### src/vbr_pkg.sv
package vbr_pkg;
	// ---------------------------------------------------------------
	// Register map, byte addresses
	// ---------------------------------------------------------------
	localparam logic [7:0] VBR_ADDR_CMD = 8'h00;
	localparam logic [7:0] VBR_ADDR_ARGS = 8'h04;
	localparam logic [7:0] VBR_ADDR_KEY_LO = 8'h08;
	localparam logic [7:0] VBR_ADDR_KEY_HI = 8'h0C;
	localparam logic [7:0] VBR_ADDR_RESULT = 8'h10;
	localparam logic [7:0] VBR_ADDR_BUF = 8'h40;
	localparam int VBR_ADDR_W = 8;
	localparam int VBR_BUF_BYTES = 64;
	localparam int VBR_BUF_WORDS = 16;
	localparam logic [8:0] VBR_BUF_LIMIT = 9'h040;
	localparam logic [8:0] VBR_RESULT_BYTES = 9'h005;
	localparam logic [2:0] VBR_LAST_BYTE = 3'h4;
	localparam logic [31:0] VBR_RST_WORD = 32'h0000_0000;
	localparam logic [1:0] VBR_RESP_OKAY = 2'h0;
	localparam logic [1:0] VBR_RESP_SLVERR = 2'h2;
	// ---------------------------------------------------------------
	// Command and selector fields
	// ---------------------------------------------------------------
	localparam logic [7:0] VBR_CMD_READ_VALUE = 8'h0A;
	localparam int VBR_SEL_KEY_B_BIT = 7;
	localparam int VBR_SEL_EXPL_BIT = 6;
	localparam logic [5:0] VBR_KEY_IDX_MAX = 6'h27;
	localparam int VBR_ARG_BLOCK_LSB = 0;
	localparam int VBR_ARG_OFFSET_LSB = 8;
	localparam int VBR_ARG_SEL_LSB = 16;
	// ---------------------------------------------------------------
	// Result codes
	// ---------------------------------------------------------------
	localparam logic [7:0] VBR_RES_OK = 8'h00;
	localparam logic [7:0] VBR_RES_BUSY = 8'h01;
	localparam logic [7:0] VBR_RES_BAD_CMD = 8'h02;
	localparam logic [7:0] VBR_RES_BAD_KEY = 8'h03;
	localparam logic [7:0] VBR_RES_AUTH = 8'h04;
	localparam logic [7:0] VBR_RES_READ = 8'h05;
	localparam logic [7:0] VBR_RES_NOT_VALUE = 8'h06;
	localparam logic [7:0] VBR_RES_RANGE = 8'h07;
	localparam int VBR_RES_BUSY_BIT = 31;
	// ---------------------------------------------------------------
	// Types
	// ---------------------------------------------------------------
	typedef struct packed {
		logic [7:0] block;
		logic [5:0] key_idx;
		logic key_b;
		logic key_explicit;
		logic [47:0] key;
	} vbr_tag_req_t;
	typedef struct packed {
		logic done;
		logic auth_ok;
		logic read_ok;
		logic [127:0] data;
	} vbr_tag_rsp_t;
	typedef enum logic [2:0] {VBR_IDLE, VBR_CHECK, VBR_WAIT, VBR_STORE} vbr_state_t;
endpackage : vbr_pkg

### src/vbr_value_read.sv
// The implementer's own choices: the register offsets and the AXI4-Lite register port.
`timescale 1ns/1ps
// Notes on behaviour
// - Command code 0x0A starts value-block read.
// - Block index is absolute block ordinal.
// - Addressed block must be value-formatted.
// - Selector low six bits pick key 0-39.
// - Selector bit 7 set means Key B.
// - Selector bit 6 means explicit six-byte key.
// - Explicit key travels least significant byte first.
// - Key conflict resolved: bit 7 means B.
// - Behaves like raw block read otherwise.
// - Decode signed value and stored address.
// - On success write value then address.
// - Value LSB first, address unsigned byte.
module vbr_value_read (
	input wire logic aclk,
	input wire logic aresetn,
	input wire logic [vbr_pkg::VBR_ADDR_W-1:0] s_axi_awaddr,
	input wire logic s_axi_awvalid,
	output logic s_axi_awready,
	input wire logic [31:0] s_axi_wdata,
	input wire logic [3:0] s_axi_wstrb,
	input wire logic s_axi_wvalid,
	output logic s_axi_wready,
	output logic [1:0] s_axi_bresp,
	output logic s_axi_bvalid,
	input wire logic s_axi_bready,
	input wire logic [vbr_pkg::VBR_ADDR_W-1:0] s_axi_araddr,
	input wire logic s_axi_arvalid,
	output logic s_axi_arready,
	output logic [31:0] s_axi_rdata,
	output logic [1:0] s_axi_rresp,
	output logic s_axi_rvalid,
	input wire logic s_axi_rready,
	output vbr_pkg::vbr_tag_req_t tag_req,
	output logic tag_req_valid,
	input vbr_pkg::vbr_tag_rsp_t tag_rsp
);
	import vbr_pkg::*;

	// ---------------------------------------------------------------
	// Helpers
	// ---------------------------------------------------------------
	function automatic logic [31:0] vbr_merge(input logic [31:0] old_w, input logic [31:0] new_w,
		input logic [3:0] strb);
		logic [31:0] mask;
		mask = {{8{strb[3]}}, {8{strb[2]}}, {8{strb[1]}}, {8{strb[0]}}};
		return (old_w & ~mask) | (new_w & mask);
	endfunction : vbr_merge

	function automatic logic vbr_value_ok(input logic [127:0] d);
		return (d[63:32] == ~d[31:0]) && (d[95:64] == d[31:0]) && (d[111:104] == ~d[103:96])
			&& (d[119:112] == d[103:96]) && (d[127:120] == ~d[103:96]);
	endfunction : vbr_value_ok

	function automatic logic vbr_mapped(input logic [7:0] a);
		return (a[7:2] <= VBR_ADDR_RESULT[7:2]) || (a[7:6] == VBR_ADDR_BUF[7:6]);
	endfunction : vbr_mapped

	// ---------------------------------------------------------------
	// State
	// ---------------------------------------------------------------
	logic [7:0] buf_mem [0:VBR_BUF_BYTES-1];
	logic aw_have_r, aw_have_nxt;
	logic [7:0] aw_addr_r, aw_addr_nxt;
	logic w_have_r, w_have_nxt;
	logic [31:0] w_data_r, w_data_nxt;
	logic [3:0] w_strb_r, w_strb_nxt;
	logic awready_r, awready_nxt;
	logic wready_r, wready_nxt;
	logic bvalid_r, bvalid_nxt;
	logic [1:0] bresp_r, bresp_nxt;
	logic arready_r, arready_nxt;
	logic rvalid_r, rvalid_nxt;
	logic [31:0] rdata_r, rdata_nxt;
	logic [1:0] rresp_r, rresp_nxt;
	logic [31:0] args_r, args_nxt;
	logic [31:0] key_lo_r, key_lo_nxt;
	logic [15:0] key_hi_r, key_hi_nxt;
	logic [7:0] result_r, result_nxt;
	vbr_state_t state_r, state_nxt;
	logic [2:0] cnt_r, cnt_nxt;
	logic [39:0] out_r, out_nxt;
	vbr_tag_req_t tag_req_r, tag_req_nxt;
	logic tag_valid_r, tag_valid_nxt;
	logic wr_fire, cmd_wr, busy, fsm_we;
	logic [3:0] host_buf_we;
	logic [5:0] fsm_addr;
	logic [7:0] fsm_data, sel, offset;

	assign busy = (state_r != VBR_IDLE);
	assign sel = args_r[VBR_ARG_SEL_LSB +: 8];
	assign offset = args_r[VBR_ARG_OFFSET_LSB +: 8];

	// ---------------------------------------------------------------
	// AXI4-Lite slave
	// ---------------------------------------------------------------
	always_comb
	begin
		aw_have_nxt = aw_have_r;
		aw_addr_nxt = aw_addr_r;
		w_have_nxt = w_have_r;
		w_data_nxt = w_data_r;
		w_strb_nxt = w_strb_r;
		bvalid_nxt = bvalid_r && !s_axi_bready;
		bresp_nxt = bresp_r;
		rvalid_nxt = rvalid_r && !s_axi_rready;
		rdata_nxt = rdata_r;
		rresp_nxt = rresp_r;
		args_nxt = args_r;
		key_lo_nxt = key_lo_r;
		key_hi_nxt = key_hi_r;
		cmd_wr = 1'b0;
		host_buf_we = 4'h0;
		wr_fire = aw_have_r && w_have_r && !bvalid_r;
		if (s_axi_awvalid && awready_r)
		begin
			aw_have_nxt = 1'b1;
			aw_addr_nxt = s_axi_awaddr;
		end
		if (s_axi_wvalid && wready_r)
		begin
			w_have_nxt = 1'b1;
			w_data_nxt = s_axi_wdata;
			w_strb_nxt = s_axi_wstrb;
		end
		if (wr_fire)
		begin
			aw_have_nxt = 1'b0;
			w_have_nxt = 1'b0;
			bvalid_nxt = 1'b1;
			bresp_nxt = vbr_mapped(aw_addr_r) ? VBR_RESP_OKAY : VBR_RESP_SLVERR;
			cmd_wr = (aw_addr_r[7:2] == VBR_ADDR_CMD[7:2]) && w_strb_r[0];
			if (!busy && aw_addr_r[7:2] == VBR_ADDR_ARGS[7:2])
			begin
				args_nxt = vbr_merge(args_r, w_data_r, w_strb_r);
			end
			if (!busy && aw_addr_r[7:2] == VBR_ADDR_KEY_LO[7:2])
			begin
				key_lo_nxt = vbr_merge(key_lo_r, w_data_r, w_strb_r);
			end
			if (!busy && aw_addr_r[7:2] == VBR_ADDR_KEY_HI[7:2])
			begin
				key_hi_nxt = 16'(vbr_merge({16'h0000, key_hi_r}, w_data_r, w_strb_r));
			end
			if (!busy && aw_addr_r[7:6] == VBR_ADDR_BUF[7:6])
			begin
				host_buf_we = w_strb_r;
			end
		end
		if (s_axi_arvalid && arready_r)
		begin
			rvalid_nxt = 1'b1;
			rresp_nxt = vbr_mapped(s_axi_araddr) ? VBR_RESP_OKAY : VBR_RESP_SLVERR;
			rdata_nxt = VBR_RST_WORD;
			case (s_axi_araddr[7:2])
				VBR_ADDR_CMD[7:2]: rdata_nxt = {24'h00_0000, VBR_CMD_READ_VALUE};
				VBR_ADDR_ARGS[7:2]: rdata_nxt = args_r;
				VBR_ADDR_KEY_LO[7:2]: rdata_nxt = key_lo_r;
				VBR_ADDR_KEY_HI[7:2]: rdata_nxt = {16'h0000, key_hi_r};
				VBR_ADDR_RESULT[7:2]: rdata_nxt = {24'h00_0000, result_r} | (32'(busy) << VBR_RES_BUSY_BIT);
				default:
				begin
					if (s_axi_araddr[7:6] == VBR_ADDR_BUF[7:6])
					begin
						rdata_nxt = {buf_mem[{s_axi_araddr[5:2], 2'h3}], buf_mem[{s_axi_araddr[5:2], 2'h2}],
							buf_mem[{s_axi_araddr[5:2], 2'h1}], buf_mem[{s_axi_araddr[5:2], 2'h0}]};
					end
				end
			endcase
		end
		awready_nxt = !aw_have_nxt && !bvalid_nxt;
		wready_nxt = !w_have_nxt && !bvalid_nxt;
		arready_nxt = !rvalid_nxt;
	end

	always_ff @(posedge aclk)
	begin
		if (!aresetn)
		begin
			aw_have_r <= 1'b0;
			aw_addr_r <= 8'h00;
			w_have_r <= 1'b0;
			w_data_r <= VBR_RST_WORD;
			w_strb_r <= 4'h0;
			awready_r <= 1'b0;
			wready_r <= 1'b0;
			bvalid_r <= 1'b0;
			bresp_r <= VBR_RESP_OKAY;
			arready_r <= 1'b0;
			rvalid_r <= 1'b0;
			rdata_r <= VBR_RST_WORD;
			rresp_r <= VBR_RESP_OKAY;
			args_r <= VBR_RST_WORD;
			key_lo_r <= VBR_RST_WORD;
			key_hi_r <= 16'h0000;
		end
		else
		begin
			aw_have_r <= aw_have_nxt;
			aw_addr_r <= aw_addr_nxt;
			w_have_r <= w_have_nxt;
			w_data_r <= w_data_nxt;
			w_strb_r <= w_strb_nxt;
			awready_r <= awready_nxt;
			wready_r <= wready_nxt;
			bvalid_r <= bvalid_nxt;
			bresp_r <= bresp_nxt;
			arready_r <= arready_nxt;
			rvalid_r <= rvalid_nxt;
			rdata_r <= rdata_nxt;
			rresp_r <= rresp_nxt;
			args_r <= args_nxt;
			key_lo_r <= key_lo_nxt;
			key_hi_r <= key_hi_nxt;
		end
	end

	// ---------------------------------------------------------------
	// Command sequencer
	// ---------------------------------------------------------------
	always_comb
	begin
		state_nxt = state_r;
		result_nxt = result_r;
		cnt_nxt = cnt_r;
		out_nxt = out_r;
		tag_req_nxt = tag_req_r;
		tag_valid_nxt = tag_valid_r;
		fsm_we = 1'b0;
		fsm_addr = offset[5:0] + {3'h0, cnt_r};
		fsm_data = out_r[8*cnt_r +: 8];
		unique case (state_r)
			VBR_IDLE:
			begin
				if (cmd_wr && w_data_r[7:0] == VBR_CMD_READ_VALUE)
				begin
					state_nxt = VBR_CHECK;
					result_nxt = VBR_RES_BUSY;
				end
				else if (cmd_wr)
				begin
					result_nxt = VBR_RES_BAD_CMD;
				end
			end
			VBR_CHECK:
			begin
				state_nxt = VBR_IDLE;
				if (({1'b0, offset} + VBR_RESULT_BYTES) > VBR_BUF_LIMIT)
				begin
					result_nxt = VBR_RES_RANGE;
				end
				else if (!sel[VBR_SEL_EXPL_BIT] && (sel[5:0] > VBR_KEY_IDX_MAX))
				begin
					result_nxt = VBR_RES_BAD_KEY;
				end
				else
				begin
					tag_req_nxt.block = args_r[VBR_ARG_BLOCK_LSB +: 8];
					tag_req_nxt.key_idx = sel[5:0];
					tag_req_nxt.key_b = sel[VBR_SEL_KEY_B_BIT];
					tag_req_nxt.key_explicit = sel[VBR_SEL_EXPL_BIT];
					tag_req_nxt.key = {key_hi_r, key_lo_r};
					tag_valid_nxt = 1'b1;
					state_nxt = VBR_WAIT;
				end
			end
			VBR_WAIT:
			begin
				if (tag_rsp.done)
				begin
					tag_valid_nxt = 1'b0;
					state_nxt = VBR_IDLE;
					if (!tag_rsp.auth_ok)
					begin
						result_nxt = VBR_RES_AUTH;
					end
					else if (!tag_rsp.read_ok)
					begin
						result_nxt = VBR_RES_READ;
					end
					else if (!vbr_value_ok(tag_rsp.data))
					begin
						result_nxt = VBR_RES_NOT_VALUE;
					end
					else
					begin
						out_nxt = {tag_rsp.data[103:96], tag_rsp.data[31:0]};
						cnt_nxt = 3'h0;
						state_nxt = VBR_STORE;
					end
				end
			end
			VBR_STORE:
			begin
				fsm_we = 1'b1;
				cnt_nxt = cnt_r + 3'h1;
				if (cnt_r == VBR_LAST_BYTE)
				begin
					cnt_nxt = 3'h0;
					result_nxt = VBR_RES_OK;
					state_nxt = VBR_IDLE;
				end
			end
			default:
			begin
				state_nxt = VBR_IDLE;
			end
		endcase
	end

	always_ff @(posedge aclk)
	begin
		if (!aresetn)
		begin
			state_r <= VBR_IDLE;
			result_r <= VBR_RES_OK;
			cnt_r <= 3'h0;
			out_r <= 40'h00_0000_0000;
			tag_req_r <= '0;
			tag_valid_r <= 1'b0;
		end
		else
		begin
			state_r <= state_nxt;
			result_r <= result_nxt;
			cnt_r <= cnt_nxt;
			out_r <= out_nxt;
			tag_req_r <= tag_req_nxt;
			tag_valid_r <= tag_valid_nxt;
		end
	end

	// ---------------------------------------------------------------
	// Data buffer
	// ---------------------------------------------------------------
	always_ff @(posedge aclk)
	begin
		if (fsm_we)
		begin
			buf_mem[fsm_addr] <= fsm_data;
		end
		for (int k = 0; k < 4; k++)
		begin
			if (host_buf_we[k])
			begin
				buf_mem[{aw_addr_r[5:2], 2'(k)}] <= w_data_r[8*k +: 8];
			end
		end
	end

	assign s_axi_awready = awready_r;
	assign s_axi_wready = wready_r;
	assign s_axi_bresp = bresp_r;
	assign s_axi_bvalid = bvalid_r;
	assign s_axi_arready = arready_r;
	assign s_axi_rdata = rdata_r;
	assign s_axi_rresp = rresp_r;
	assign s_axi_rvalid = rvalid_r;
	assign tag_req = tag_req_r;
	assign tag_req_valid = tag_valid_r;
endmodule : vbr_value_read

### config.mk
export PLATFORM = sky130hd
export DESIGN_NAME = vbr_value_read
export DESIGN_NICKNAME = d
export VERILOG_FILES = /design/src/vbr_pkg.sv /design/src/vbr_value_read.sv
export SDC_FILE = /design/constraint.sdc
export NUM_CORES = 2
export LEC_CHECK = 0
export BUFFER_PORTS_ARGS = -buffer_cell sky130_fd_sc_hd__buf_2
export CORE_MARGIN = 3
export CORE_UTILIZATION = 40
export CTS_BUF_LIST = sky130_fd_sc_hd__clkbuf_8 sky130_fd_sc_hd__clkbuf_16
export DETAILED_ROUTE_END_ITERATION = 8
export HOLD_SLACK_MARGIN = 0.03
export MAX_ROUTING_LAYER = met4
export PLACE_DENSITY = 0.62
export SLEW_MARGIN = 25
export SYNTH_ARGS = -nofsm -noshare
export SYNTH_HDL_FRONTEND = slang
export SYNTH_SLANG_ARGS = --single-unit
### constraint.sdc
create_clock -name aclk -period 4.37 [get_ports aclk]
set_clock_uncertainty 0.15 [all_clocks]
set_input_delay 0.874 -clock aclk [delete_from_list [all_inputs] [get_ports aclk]]
set_output_delay 0.874 -clock aclk [all_outputs]
set_load 0.03 [all_outputs]
==> metrics.md <==
| Metric | Value |
|---|---|
| Max FO, Critical Path | 17 |
| Post_cts resized | 0 |
| HP Class | reg -> reg |
| Most frequent cells in the layout | nor2_1, a21oi_1, edfxtp_1, nand2_1, buf_2 |
| Nature of the critical path startpoint | register |
| Clock Latency Late Sink | about 0.63 ns |
| H-Tree Depth | 3 |
| Final Setup Violations | 0 |
| Cell variety after synth | 66 |
| Routability cong. | 0.894 |
| Vias | around 29000 |
| Least-Margin Pin Slew | ~1.1 ns |
| Syn Inst Count | 3583 |
| Synthesized cell area | between 0.03 and 0.04 mm2 |
| Most common cell after layout, fill and taps aside | nor2_1 |
| Syn_area_per_cell | approximately 11 um2 |
| Number of port buffers | slightly below 300 |
| Flop pwr share | 0.500 |
| Top Metal Used | met4 |
| Die Y | approximately 320 um |
| Area post-placement | 0.0413 mm2 |
| CTS max path bufs | 3 |
| Number of global-route vias before repair | around 28000 |
| Root Driver | clkbuf_16 |
| Internal power | 12400 uW |
| Required time of the critical path | 4.55 ns |
| Pwr Total | about 16000 uW |
| Fraction of layout cells with a size suffix above 1 | 0.222 |
| Switching power total | 3580 uW |
| Largest net degree at the start of global routing | between 100 and 150 |
| CTS Hold Bufs | 0 |
| NumNets Final | 4003 |
| Final Cycle Share | 0.806 |
| Grt ovf | 0 |
| Final ANT Viol Nets | 0 |
| Final instance area | around 0.044 mm2 |
| Ys flop type | edfxtp_1 |
| DR iter-0 viols | roughly 4200 |
| Area of the core | approximately 0.094 mm2 |
| Status | completed |
| CTS buffer count | 82 |
| #FFs+latches synth | 788 |
| Metal3 WL | between 10000 and 15000 um |
| Setup bufs post-CTS | 0 |
| RSZ-0062 raised after global routing | no |
| Die area | about 0.099 mm2 |
| Clock power share | 0.453 |
| Final WS setup | 0.848 ns |
| CTS tree | yes |
| Number of remaining DRC errors | 0 |
| WL/cell | 23.8 um |
| Row count | ~110 |
| Max-cap check violation count | 0 |
| Antenna violations before repair | 3 |
| Fin crit period | 3.52 ns |
| Initial Util | 0.406 |
| Clock Sinks | between 700 and 800 |
| Register area share after synthesis | 0.547 |
| Ports | 296 |
| First-pass GRT wire length | about 180000 um |
| FFs w/ async S/R, synth | 0 |
| Sw frac | 0.224 |
| GRT Total Usage | 0.248 |
| Setup crit end kind | register |
| Pre-antenna DRT Iters | 6 |
| Final hold vios | 0 |
| Layout area overhead | 15.3% |
| Clock transition at path regs | 0.06 ns |
| Chip Width | 315 um |
| Flop-to-flop setup slack | 0.85 ns |
| Setup TNS | 0 ns |
| Leakage | 0.0182 uW |
| Max-slew violation count | 0 |
| Comb pwr share | 0.047 |
| DR vias/cell | roughly 5.7 |
| Final WL | about 120000 um |
| Worst vdd rail ir drop | 0.269 mV |
| EDFF count, synth | a little over 500 |
| Crit path kind | reg -> reg |
| DR WL met2 | 55900 um |
| Metal1 wirelength | 51400 um |
| DP HPWL | a little over 80000 um |
| Pre-CTS setup slack | 0.820 ns |
| Relative max-transition margin | 0.273 |
| YS warnings | 0 |
| Upper clock frequency limit | roughly 0.28 GHz |
| WP data arrival | approximately 3.7 ns |
| Fin util | 0.469 |
| Pwr dens | around 360 mW/mm2 |
==> metal layers <==
| layer | up-vias | GRT usage |
|---|---|---|
| met5 | - | - |
| met4 | 0 | 0.0748 |
| met3 | 197 | 0.0387 |
| met2 | 1485 | 0.375 |
| met1 | 14300 | 0.345 |
| li1 | 13400 | - |
==> cell usage after synthesis, types with 32 or more instances <==
| cell type | instances | area share |
|---|---|---|
| xnor2_1 | 36 | 0.0082 |
| mux4_2 | 168 | 0.099 |
| nand2_1 | 437 | 0.043 |
| xor2_1 | 36 | 0.0082 |
| nor2_1 | 550 | 0.054 |
| buf_2 | 79 | 0.010 |
| a221oi_1 | 32 | 0.0073 |
| clkbuf_1 | 217 | 0.021 |
| o21ai_0 | 105 | 0.014 |
| nand3_1 | 92 | 0.012 |
| a21oi_1 | 538 | 0.070 |
| a21boi_2 | 38 | 0.011 |
| edfxtp_1 | 512 | 0.40 |
| a21boi_0 | 167 | 0.033 |
| dfxtp_1 | 276 | 0.14 |
==> final timing paths <==
kind,from,endpoint,depth (start not counted)
max,s_axi_bvalid,buf_mem[44][2],7
min,out_r[30],out_r[30],2
min reg2reg,out_r[30],out_r[30],2
max reg2reg,s_axi_bvalid,buf_mem[44][2],7
==> per-stage QoR <==
step / instances / hold WS (ns)
final: 5130 / 0.302
after global routing: 5129 / 0.321
after CTS: 5127 / 0.300
after detailed placement: 4977 / 0.292
after global placement: 4977 / 0.287
after floorplan: 3584 / 0.271
==> power groups by stage <==
stage                     logic [uW]  registers (uW)  clock network (uW)
final                            759            7990                7240
after global routing             802            8000                7620
after CTS                        752            7990                7320
after detailed placement         748            8150                   0
after global placement           750            8150                   0
after floorplan                  441            8100                   0
==> kinds of logic (layout without fill, tap and decap cells) <==
family,Yosys count,count (layout),share of synthesized area
flip-flops,788,788,0.547
AND/OR/NAND/NOR,1252,1252,0.143
adder cells (fa/ha/maj),6,6,0.00216
XOR/XNOR,72,72,0.0165
other,1,5,0.0000981
multiplexers,188,188,0.104
buffers and inverters,340,629,0.0388
AO/OA/AOI/OAI,936,936,0.149
==> worst max-delay path, stage by stage (launching register included) <==
cell	delay [ns]
dfxtp_1	0.32
nand3b_1	0.39
nor2_1	0.35
and3_1	0.38
and2_1	0.66
nand2_1	0.55
o21ai_0	0.21
buf_4	0.21
==> area by class of cell <==
class | count | area (um2)
Tap cell | 1254 | 1570
Timing Repair Buffer | 470 | 2910
Antenna cell | 3 | 7.51
Multi-Input combinational cell | 2456 | 15900
Clock inverter | 50 | 418
Inverter | 9 | 33.8
Fill cell | 8614 | 49900
Clock buffer | 100 | 2370
Sequential cell | 788 | 20900
No activity file was read; power rests on OpenSTA's default activity.
